**config.mk**
```make
export PLATFORM = sky130hd
export DESIGN_NAME = bidir_port_with_bus_mux
export DESIGN_NICKNAME = d
export VERILOG_FILES = /design/src/gpio_port_pkg.sv /design/src/bidir_port_with_bus_mux.sv
export SDC_FILE = /design/constraint.sdc
export NUM_CORES = 1
export LEC_CHECK = 0
export ABC_CLOCK_PERIOD_IN_PS = 2100
export BUFFER_PORTS_ARGS = -buffer_cell sky130_fd_sc_hd__buf_2
export CAP_MARGIN = 0
export CELL_PAD_IN_SITES_DETAIL_PLACEMENT = 1
export CELL_PAD_IN_SITES_GLOBAL_PLACEMENT = 2
export CORE_UTILIZATION = 30
export DETAILED_ROUTE_END_ITERATION = 8
export GPL_ROUTABILITY_DRIVEN = 1
export GPL_TIMING_DRIVEN = 0
export PLACE_DENSITY = 0.85
export SLEW_MARGIN = 10
export SYNTH_ARGS = -nofsm -noshare
export SYNTH_HDL_FRONTEND = slang
export SYNTH_SLANG_ARGS = --single-unit
```
**constraint.sdc**
```tcl
create_clock -name aclk -period 2.1 [get_ports aclk]
set_input_delay 0.42 -clock aclk [delete_from_list [all_inputs] [get_ports aclk]]
set_output_delay 0.42 -clock aclk [all_outputs]
set_load 0.02 [all_outputs]
```
**src/gpio_port_pkg.sv**
```systemverilog
// constants, carrier structs and the owner enum for the shared eight-bit port
package gpio_port_pkg;

  localparam int PORT_W = 8;
  localparam int ADDR_W = 8;

  // register byte offsets
  localparam logic [ADDR_W-1:0] OFS_PIN_DATA = 8'h00;
  localparam logic [ADDR_W-1:0] OFS_LATCH    = 8'h04;
  localparam logic [ADDR_W-1:0] OFS_DIR      = 8'h08;
  localparam logic [ADDR_W-1:0] OFS_MEMCTL   = 8'h0C;
  localparam logic [ADDR_W-1:0] OFS_SPCTL    = 8'h10;
  localparam logic [ADDR_W-1:0] OFS_HOST_WR  = 8'h14;
  localparam logic [ADDR_W-1:0] OFS_STATUS   = 8'h18;

  // field positions
  localparam int EXT_BUS_DISABLE_BIT = 7;
  localparam int SLAVE_MODE_BIT      = 4;
  localparam int STAT_OWNER_LSB      = 0;
  localparam int STAT_HOST_WR_BIT    = 2;

  // writable bits of the control registers
  localparam logic [PORT_W-1:0] MEMCTL_MASK = 8'h80;
  localparam logic [PORT_W-1:0] SPCTL_MASK  = 8'h10;

  // values after reset
  localparam logic [PORT_W-1:0] RST_DIR    = 8'hFF;
  localparam logic [PORT_W-1:0] RST_LATCH  = 8'h00;
  localparam logic [PORT_W-1:0] RST_MEMCTL = 8'h80;
  localparam logic [PORT_W-1:0] RST_SPCTL  = 8'h00;

  localparam logic [1:0] RESP_OKAY   = 2'b00;
  localparam logic [1:0] RESP_SLVERR = 2'b10;

  // which function owns the pins
  typedef enum logic [1:0] {
    OWN_PORT  = 2'b00,
    OWN_SLAVE = 2'b01,
    OWN_EXT   = 2'b11
  } owner_e;

  typedef struct packed {
    logic              awvalid;
    logic [ADDR_W-1:0] awaddr;
    logic              wvalid;
    logic [31:0]       wdata;
    logic [3:0]        wstrb;
    logic              bready;
    logic              arvalid;
    logic [ADDR_W-1:0] araddr;
    logic              rready;
  } axi_req_s;

  typedef struct packed {
    logic        awready;
    logic        wready;
    logic        bvalid;
    logic [1:0]  bresp;
    logic        arready;
    logic        rvalid;
    logic [31:0] rdata;
    logic [1:0]  rresp;
  } axi_rsp_s;

endpackage

```
**src/bidir_port_with_bus_mux.sv**
```systemverilog
// eight-bit bidirectional port shared with external bus and host parallel port
`timescale 1ns/1ps

module bidir_port_with_bus_mux #(
  parameter bit HAS_EXT_BUS = 1'b1
) (
  input  wire logic                            aclk,
  input  wire logic                            aresetn,
  input  wire gpio_port_pkg::axi_req_s         axi_req,
  output      gpio_port_pkg::axi_rsp_s         axi_rsp,
  input  wire logic [gpio_port_pkg::PORT_W-1:0] pin_in,
  output      logic [gpio_port_pkg::PORT_W-1:0] pin_out,
  output      logic [gpio_port_pkg::PORT_W-1:0] pin_oe,
  input  wire logic [gpio_port_pkg::PORT_W-1:0] ext_bus_ad_out,
  input  wire logic                            ext_bus_drive,
  output      logic [gpio_port_pkg::PORT_W-1:0] ext_bus_data_in,
  input  wire logic                            host_read_active,
  input  wire logic                            host_write_active
);
  import gpio_port_pkg::*;

  typedef struct packed {
    logic [PORT_W-1:0] latch;
    logic [PORT_W-1:0] dir;
    logic [PORT_W-1:0] memctl;
    logic [PORT_W-1:0] spctl;
    logic [PORT_W-1:0] host_wr_data;
    logic              host_wr_flag;
    logic [PORT_W-1:0] pin_s1;
    logic [PORT_W-1:0] pin_s2;
    logic [PORT_W-1:0] pin_s3;
    logic [PORT_W-1:0] pin_filt;
    logic [2:0]        hrd_s;
    logic              hrd_filt;
    logic [2:0]        hwr_s;
    logic              hwr_filt;
    owner_e            owner;
    logic [PORT_W-1:0] pin_out;
    logic [PORT_W-1:0] pin_oe;
    logic [PORT_W-1:0] ext_data_in;
    logic              aw_got;
    logic [ADDR_W-1:0] awaddr;
    logic              w_got;
    logic [PORT_W-1:0] wdata;
    logic              wstrb0;
    axi_rsp_s          rsp;
  } state_s;

  state_s st;
  state_s next_st;

  // register outputs straight from the state
  // every top-level output comes from a flip-flop, so the pins never glitch
  assign axi_rsp         = st.rsp;
  assign pin_out         = st.pin_out;
  assign pin_oe          = st.pin_oe;
  assign ext_bus_data_in = st.ext_data_in;

  // next-state logic: synchronisers, pin ownership, bus slave
  always_comb
  begin
    logic [PORT_W-1:0] agree;
    logic              ext_en;
    logic              wr_go;
    logic              wr_ok;
    logic [PORT_W-1:0] rd_val;
    logic              rd_ok;
    agree   = '0;
    ext_en  = 1'b0;
    wr_go   = 1'b0;
    wr_ok   = 1'b0;
    rd_val  = '0;
    rd_ok   = 1'b0;
    next_st = st;

    // three-stage sampling; a change counts once stages two and three agree
    // pins and host strobes are asynchronous; the first stage may go metastable
    // a level that differs between stages two and three keeps the last filtered value
    next_st.pin_s1   = pin_in;
    next_st.pin_s2   = st.pin_s1;
    next_st.pin_s3   = st.pin_s2;
    agree            = ~(st.pin_s2 ^ st.pin_s3);
    next_st.pin_filt = (st.pin_filt & ~agree) | (st.pin_s3 & agree);
    next_st.hrd_s    = {st.hrd_s[1:0], host_read_active};
    if (st.hrd_s[1] == st.hrd_s[2])
    begin
      next_st.hrd_filt = st.hrd_s[2];
    end
    next_st.hwr_s    = {st.hwr_s[1:0], host_write_active};
    if (st.hwr_s[1] == st.hwr_s[2])
    begin
      next_st.hwr_filt = st.hwr_s[2];
    end

    // pin owner by fixed priority: external bus, then slave port, then port
    // owner is registered, so a control write never switches drivers mid-cycle
    // on the small variant the bus disable bit is kept but has no effect
    ext_en = HAS_EXT_BUS && !st.memctl[EXT_BUS_DISABLE_BIT];
    if (ext_en)
    begin
      next_st.owner = OWN_EXT;
    end
    else if (st.spctl[SLAVE_MODE_BIT])
    begin
      next_st.owner = OWN_SLAVE;
    end
    else
    begin
      next_st.owner = OWN_PORT;
    end

    // pin drivers from the current owner
    // host read drives every pin, host write releases them all; direction ignored
    case (st.owner)
      OWN_EXT:
      begin
        next_st.pin_out     = ext_bus_ad_out;
        next_st.pin_oe      = {PORT_W{ext_bus_drive}};
        next_st.ext_data_in = st.pin_filt;
      end
      OWN_SLAVE:
      begin
        next_st.pin_out = st.latch;
        next_st.pin_oe  = {PORT_W{st.hrd_filt && !st.hwr_filt}};
      end
      default:
      begin
        next_st.pin_out = st.latch;
        next_st.pin_oe  = ~st.dir;
      end
    endcase

    // host write ends: pins taken as write data, flag set
    // the pin filter and the strobe filter have the same latency, so the byte taken
    // is the one on the pins in the last cycle the write strobe was high
    if (st.owner == OWN_SLAVE && !next_st.hwr_filt && st.hwr_filt)
    begin
      next_st.host_wr_data = st.pin_filt;
    end

    // write address and data channels, taken in either order
    // a taken channel drops its ready until the response is accepted
    if (axi_req.awvalid && st.rsp.awready)
    begin
      next_st.aw_got = 1'b1;
      next_st.awaddr = axi_req.awaddr;
    end
    if (axi_req.wvalid && st.rsp.wready)
    begin
      next_st.w_got  = 1'b1;
      next_st.wdata  = axi_req.wdata[PORT_W-1:0];
      next_st.wstrb0 = axi_req.wstrb[0];
    end
    if (st.rsp.bvalid && axi_req.bready)
    begin
      next_st.rsp.bvalid = 1'b0;
    end

    // register write once both halves are held
    // the response waits until the previous one has been accepted
    // only byte lane 0 carries register bits; other lanes are ignored
    wr_go = st.aw_got && st.w_got && !st.rsp.bvalid;
    if (wr_go)
    begin
      wr_ok = 1'b1;
      case (st.awaddr)
        OFS_PIN_DATA, OFS_LATCH:
        begin
          if (st.wstrb0)
          begin
            next_st.latch = st.wdata;
          end
        end
        OFS_DIR:
        begin
          if (st.wstrb0)
          begin
            next_st.dir = st.wdata;
          end
        end
        OFS_MEMCTL:
        begin
          if (st.wstrb0)
          begin
            next_st.memctl = st.wdata & MEMCTL_MASK;
          end
        end
        OFS_SPCTL:
        begin
          if (st.wstrb0)
          begin
            next_st.spctl = st.wdata & SPCTL_MASK;
          end
        end
        OFS_HOST_WR:
        begin
          wr_ok = 1'b1; // read only, write ignored
        end
        OFS_STATUS:
        begin
          if (st.wstrb0 && st.wdata[STAT_HOST_WR_BIT])
          begin
            next_st.host_wr_flag = 1'b0; // write one clears
          end
        end
        default:
        begin
          wr_ok = 1'b0;
        end
      endcase
      next_st.aw_got     = 1'b0;
      next_st.w_got      = 1'b0;
      next_st.rsp.bvalid = 1'b1;
      next_st.rsp.bresp  = wr_ok ? RESP_OKAY : RESP_SLVERR;
    end

    // a host write ending in the clear cycle still sets the flag
    // placed after the register write so the set overrides a clear
    if (st.owner == OWN_SLAVE && !next_st.hwr_filt && st.hwr_filt)
    begin
      next_st.host_wr_flag = 1'b1;
    end

    // read channel
    // read data is registered with the response and stands until rready
    if (st.rsp.rvalid && axi_req.rready)
    begin
      next_st.rsp.rvalid = 1'b0;
    end
    if (axi_req.arvalid && st.rsp.arready)
    begin
      rd_ok = 1'b1;
      case (axi_req.araddr)
        OFS_PIN_DATA: rd_val = st.pin_filt;
        OFS_LATCH:    rd_val = st.latch;
        OFS_DIR:      rd_val = st.dir;
        OFS_MEMCTL:   rd_val = st.memctl;
        OFS_SPCTL:    rd_val = st.spctl;
        OFS_HOST_WR:  rd_val = st.host_wr_data;
        OFS_STATUS:
        begin
          // owner code and host write flag share the status word
          rd_val                                  = '0;
          rd_val[STAT_OWNER_LSB+1:STAT_OWNER_LSB] = st.owner;
          rd_val[STAT_HOST_WR_BIT]                = st.host_wr_flag;
        end
        default:
        begin
          rd_ok  = 1'b0;
          rd_val = '0;
        end
      endcase
      next_st.rsp.rvalid = 1'b1;
      next_st.rsp.rdata  = {24'h00_0000, rd_val};
      next_st.rsp.rresp  = rd_ok ? RESP_OKAY : RESP_SLVERR;
    end

    // ready only while a slot is free
    // taken from the next state so a freed slot reopens on the following edge
    next_st.rsp.awready = !next_st.aw_got && !next_st.rsp.bvalid;
    next_st.rsp.wready  = !next_st.w_got && !next_st.rsp.bvalid;
    next_st.rsp.arready = !next_st.rsp.rvalid;
  end

  // state register with synchronous reset
  // control registers load their reset values; all other state clears
  always_ff @(posedge aclk)
  begin
    if (!aresetn)
    begin
      st        <= '0;
      st.dir    <= RST_DIR;
      st.latch  <= RST_LATCH;
      st.memctl <= RST_MEMCTL;
      st.spctl  <= RST_SPCTL;
      st.owner  <= OWN_PORT;
    end
    else
    begin
      st <= next_st;
    end
  end

endmodule

```
# Word-level counts from Yosys, hierarchy flattened
# Index checks and enable logic that the tools add are counted.
[classes]
add_sub_neg = 0
mul = 0
n_div = 0
n_lt_le_gt_ge = 0
n_eq_ne = 16
shifts = 0
mux = 23
bitwise_logic = 7
reduce_logical = 33
[ops]
columns = ["operator", "n"]
rows = [
  ["one-hot mux 8 bit (7 select lines)", 1],
  ["equality test 8 x 5 -> 1 bit (second input constant)", 6],
  ["2-to-1 mux 35 bit", 1],
  ["equality test 8 x 4 -> 1 bit (second input constant)", 4],
  ["one-hot mux 16 bit (2 select lines)", 1],
  ["inverter 8 bit", 3],
  ["AND 8 bit", 2],
  ["equality test 8 x 3 -> 1 bit (second input constant)", 2],
  ["zero test 8 bit", 2],
  ["AND reduction 3 bit", 5],
  ["2-to-1 mux 1 bit", 14],
  ["OR reduction 7 bit", 2],
  ["logical AND 1 bit", 13],
  ["2-to-1 mux 10 bit", 1],
  ["2-to-1 mux 9 bit", 1],
  ["bitwise OR 8 bit", 1],
  ["XOR 8 bit", 1],
  ["zero test 1 bit", 7],
  ["2-to-1 mux 2 bit", 3],
  ["nonzero test 2 bit", 3],
  ["2-to-1 mux 3 bit", 1],
  ["equality test 1 bit", 2],
  ["equality test 2 x 1 -> 1 bit (second input constant)", 1],
  ["equality test 2 bit (second input constant)", 1],
  ["OR reduction 2 bit", 1],
]
[totals]
reg_bits = 129
latchBits = 0
mem_bits_rw = 0
mem_bits_ro = 0
in_bits = 78
out_inout_bits = 65
wordCells = 110
mem_count = 0

# Logic depth before layout (Yosys ltp)
[depth]
depth_word = 8
ltp_mapped = 5
depth_no_buf = 4

# Worst setup path before layout
# OpenSTA, ideal clock, no wires.
[synth_timing]
kind = "register -> register"
start = "reg st[51] (netlist name)"
end = "reg st[151] (netlist name)"
setup_ns = 0.129
arrival_ns = 1.709
t_required_ns = 1.971
path_slack_ns = 0.261
path_stages_with_launch = 5
path_buffers = 0
period_less_slack_ns = 1.839
cell_sequence = "dfxtp_1 > or4_4 > nor4_4 > mux2i_1 > nand2_1"
[synth_via]
elab_chain_len = 2
[synth_lines]
columns = ["element", "line", "rtl"]
rows = [
  ["from (decl)", "bidir_port_with_bus_mux.sv:49", "state_s st;"],
  ["from (signal assigned)", "bidir_port_with_bus_mux.sv:280", "st <= next_st;"],
  ["equality test 8 x 4 -> 1 bit", "bidir_port_with_bus_mux.sv:166", "case (st.awaddr)"],
  ["AND reduction 3 bit (no source line)", "--", ""],
]
# No other way between the ends.
# A chain may end at the register's enable or synchronous reset.

# Worst setup path in the final report
[layout_timing]
start = "reg st[54] (netlist name)"
end = "reg st[156] (netlist name)"
# The elaborated chain is that of the path after synthesis.

==> summary.txt <==
Final layout
  – Area Growth Syn to Fin: 28.9%
  – Post-route cell area: 6480 um2
  – Nets: 771
  – Fraction of layout instances using a drive strength above 1: 27.5%
  – Layout Cells excl Fill: 922
  – ANT cells: 0

Placement
  – Detail Placement HPWL: 10300 um
  – Port Buffers: 89
  – DP Cell Count: 888
  – Area after DPL: 5840 um2
  – Gpl congestion: 0.774

Synth
  – Yosys warnings: 0
  – Syn Area/Cell: 9.01 um2
  – Mapped Cells: 558
  – Flops & latches, synth: 127
  – Post-Syn Area: 5030 um2
  – Post-synth EDFFs: 0
  – FFs w/ async S/R, synth: 0%
  – Library cells used by synthesis: 39
  – Seq/Total Area, Yosys: 50.5%
  – Most used DFF post-synth: dfxtp_1

Detailed routing
  – Vias per std cell: 4.47
  – Iteration-0 DRC Markers: 223
  – Wire length per cell: 14.7 um
  – Post-route ant nets: 0
  – Routed via count: 4119
  – # DRC: 0
  – Initial DRT Pass Iterations: 4
  – Drt total wl: 13500 um

Clock tree
  – CTS Buffer Depth: 2
  – Root buf cell: clkbuf_16
  – Hold Buf Count CTS: 0
  – Total CTS buffers: 17
  – CTS clk-pin slew, worst paths: 60 ps
  – # resized after CTS: 0
  – Skew-Pair Late Insertion Delay: 420 ps
  – Htree depth: 4
  – CTS tree: done
  – Clock sinks: 127

Floorplanning
  – Die height: 131 um
  – Initial Utilization: 31.2%
  – Full die area: 17300 um2
  – CORE AREA: 16100 um2
  – I/O pin cnt: 143
  – FP Rows: 46
  – Width of the chip: 131 um

GRT
  – First-pass GRT wire length: 22000 um
  – Overflow after GRT: 0
  – Largest net degree at the start of global routing: 17
  – Gr usage total: 16.6%
  – Initial antenna violation count: 0
  – Vias in the first global route: 4289

Critical path
  – Startpoint types: flop
  – Crit end category: flop
  – Worst setup path class: reg2reg
  – Crit path max fanout: 8
  – FF-to-FF path depth: 5
  – Worst Path Required: 2390 ps
  – Crit path arrival time: 2150 ps

Power
  – Sequential share of power: 42.4%
  – Comb pwr share: 5.9%
  – Sw frac: 23.1%
  – Final total power: 5890 uW
  – Leakage Power: 0.00287 uW
  – Switch Pwr: 1360 uW
  – Pwr/cell area: 909 nW/um2
  – Worst ir drop on vdd: 0.630 mV
  – Clock network fraction of design power: 51.6%
  – P_int: 4530 uW

Timing
  – Hold slack: 200 ps
  – Fin crit share: 88.7%
  – Setup-failing EPs final: 0
  – Final Max Slew Viols: 0
  – RSZ-0062 raised after global routing: false
  – Post-layout min period: 1860 ps
  – Max frequency: 0.537 GHz
  – Final hold vios: 0
  – Skew final: 6.94 ps
  – Max transition margin: 51.3%
  – Post-route setup TNS: 0 ps
  – Worst-Margin Slew: 730 ps

Min path
  – Hold Path Class: in2reg
  – WHS Path Cells: 2

Run status
  – Outcome: finished, final reports clean

Run
  – Max cap viols: 0
-- layer usage --
layer / wire length [um] / share of wire, % / up-vias / track usage [%]
li1: - / - / 2056 / -
met1: 6090 / 45 / 1949 / 19.4
met2: 6670 / 49 / 96 / 28.5
met3: 531 / 3.9 / 18 / 4.13
met4: 233 / 1.7 / 0 / 7.04
met5: 0 / 0 / - / 0
-- cell usage after synthesis, drive strengths merged, types with 2 or more instances --
| cell type | n | area share, % |
|---|---|---|
| o21a | 8 | 1.2 |
| nor3 | 9 | 0.90 |
| buf | 66 | 9.8 |
| a22oi | 3 | 0.45 |
| dfxtp | 127 | 51 |
| a31o | 2 | 0.35 |
| clkinv | 2 | 0.15 |
| nor3b | 2 | 0.30 |
| mux2i | 32 | 6.4 |
| nor2b | 3 | 0.37 |
| a21oi | 53 | 5.3 |
| nand3 | 3 | 0.30 |
| nand4 | 2 | 0.25 |
| or4 | 2 | 0.37 |
| a221oi | 4 | 0.70 |
| a2bb2oi | 2 | 0.35 |
| nor4 | 3 | 0.67 |
| a311oi | 3 | 0.52 |
| o2bb2ai | 2 | 0.35 |
| inv | 2 | 0.15 |
| and3 | 2 | 0.25 |
| clkbuf | 25 | 1.9 |
| o21ai | 17 | 1.7 |
| and4b | 4 | 0.80 |
| nor2 | 33 | 2.5 |
| nand2 | 101 | 7.5 |
| nand4b | 2 | 0.35 |
| and2 | 34 | 4.2 |
| nand3b | 2 | 0.30 |
| nand2b | 2 | 0.25 |
-- layout make-up --
| type | instances | area [um2] |
|---|---|---|
| Fill cell | 1932 | 9630 |
| Sequential cell | 127 | 2540 |
| Multi-Input combinational cell | 361 | 1980 |
| Buffer | 91 | 586 |
| Timing Repair Buffer | 91 | 473 |
| Clock buffer | 19 | 453 |
| Tap cell | 216 | 270 |
| Clock inverter | 13 | 163 |
| Inverter | 4 | 15.0 |
-- power groups by stage --
stage               combinational (uW)  clock [uW]  sequential, uW
global route                       387        3200            2510
CTS                                354        3090            2500
floorplan                          237           0            2540
finish                             350        3040            2500
global placement                   345           0            2550
detailed placement                 352           0            2550
-- sequential cells by signal, summed over array words and instances, names as in the netlist, named ones only --
| signal | cells |
|---|---|
| next_st | 20 |
| pin_oe | 8 |
| pin_out | 8 |
| st | 60 |
| axi_rsp | 15 |
| ext_bus_data_in | 8 |
-- cells in the final DEF (no fill, tap or decap), drive strengths merged, types with 9 or more instances in the layout --
master and count:
nor3 9, nand2 101, nor2 33, a21oi 53, conb 26, mux2i 32
buf 157, dfxtp 127, clkbuf 44, o21ai 17, and2 34
-- metrics by stage --
step	setup slack, ps	utilization, %
after floorplan	261	-
after global placement	114	36.2
after detailed placement	24.6	36.2
after CTS	11.2	40.1
after global routing	105	40.2
final	238	40.2
-- cell families after synthesis --
kind of cell           share of synthesized area, %
AOI/OAI and AO/OA                              11.2
muxes                                          6.59
other                                        0.0746
and+or+nand+nor                                19.6
buffers and inverters                          11.9
DFF                                            50.5
-- worst paths after layout --
| kind | startpoint | end | slack (ps) |
|---|---|---|---|
| max reg2reg | st[54] | st[156] | 240 |
| max | st[54] | st[156] | 240 |
| min reg2reg | next_st[112] | next_st[104] | 430 |
| min | pin_in[7] | next_st[117] | 200 |
-- worst max-delay path: stages (launching register included) --
cell and delay (ps):
dfxtp_1 440, or3b_2 510, nor4_4 330, buf_12 180, mux2i_1 200, nand2_1 70
-- timing repair --
item                                   in CTS  in global routing
setup buffers                               0                  2
setup endpoints to repair                   0                 16
endpoints found under the hold margin       0                  0
Note: power is estimated with default switching activity, not from simulation.
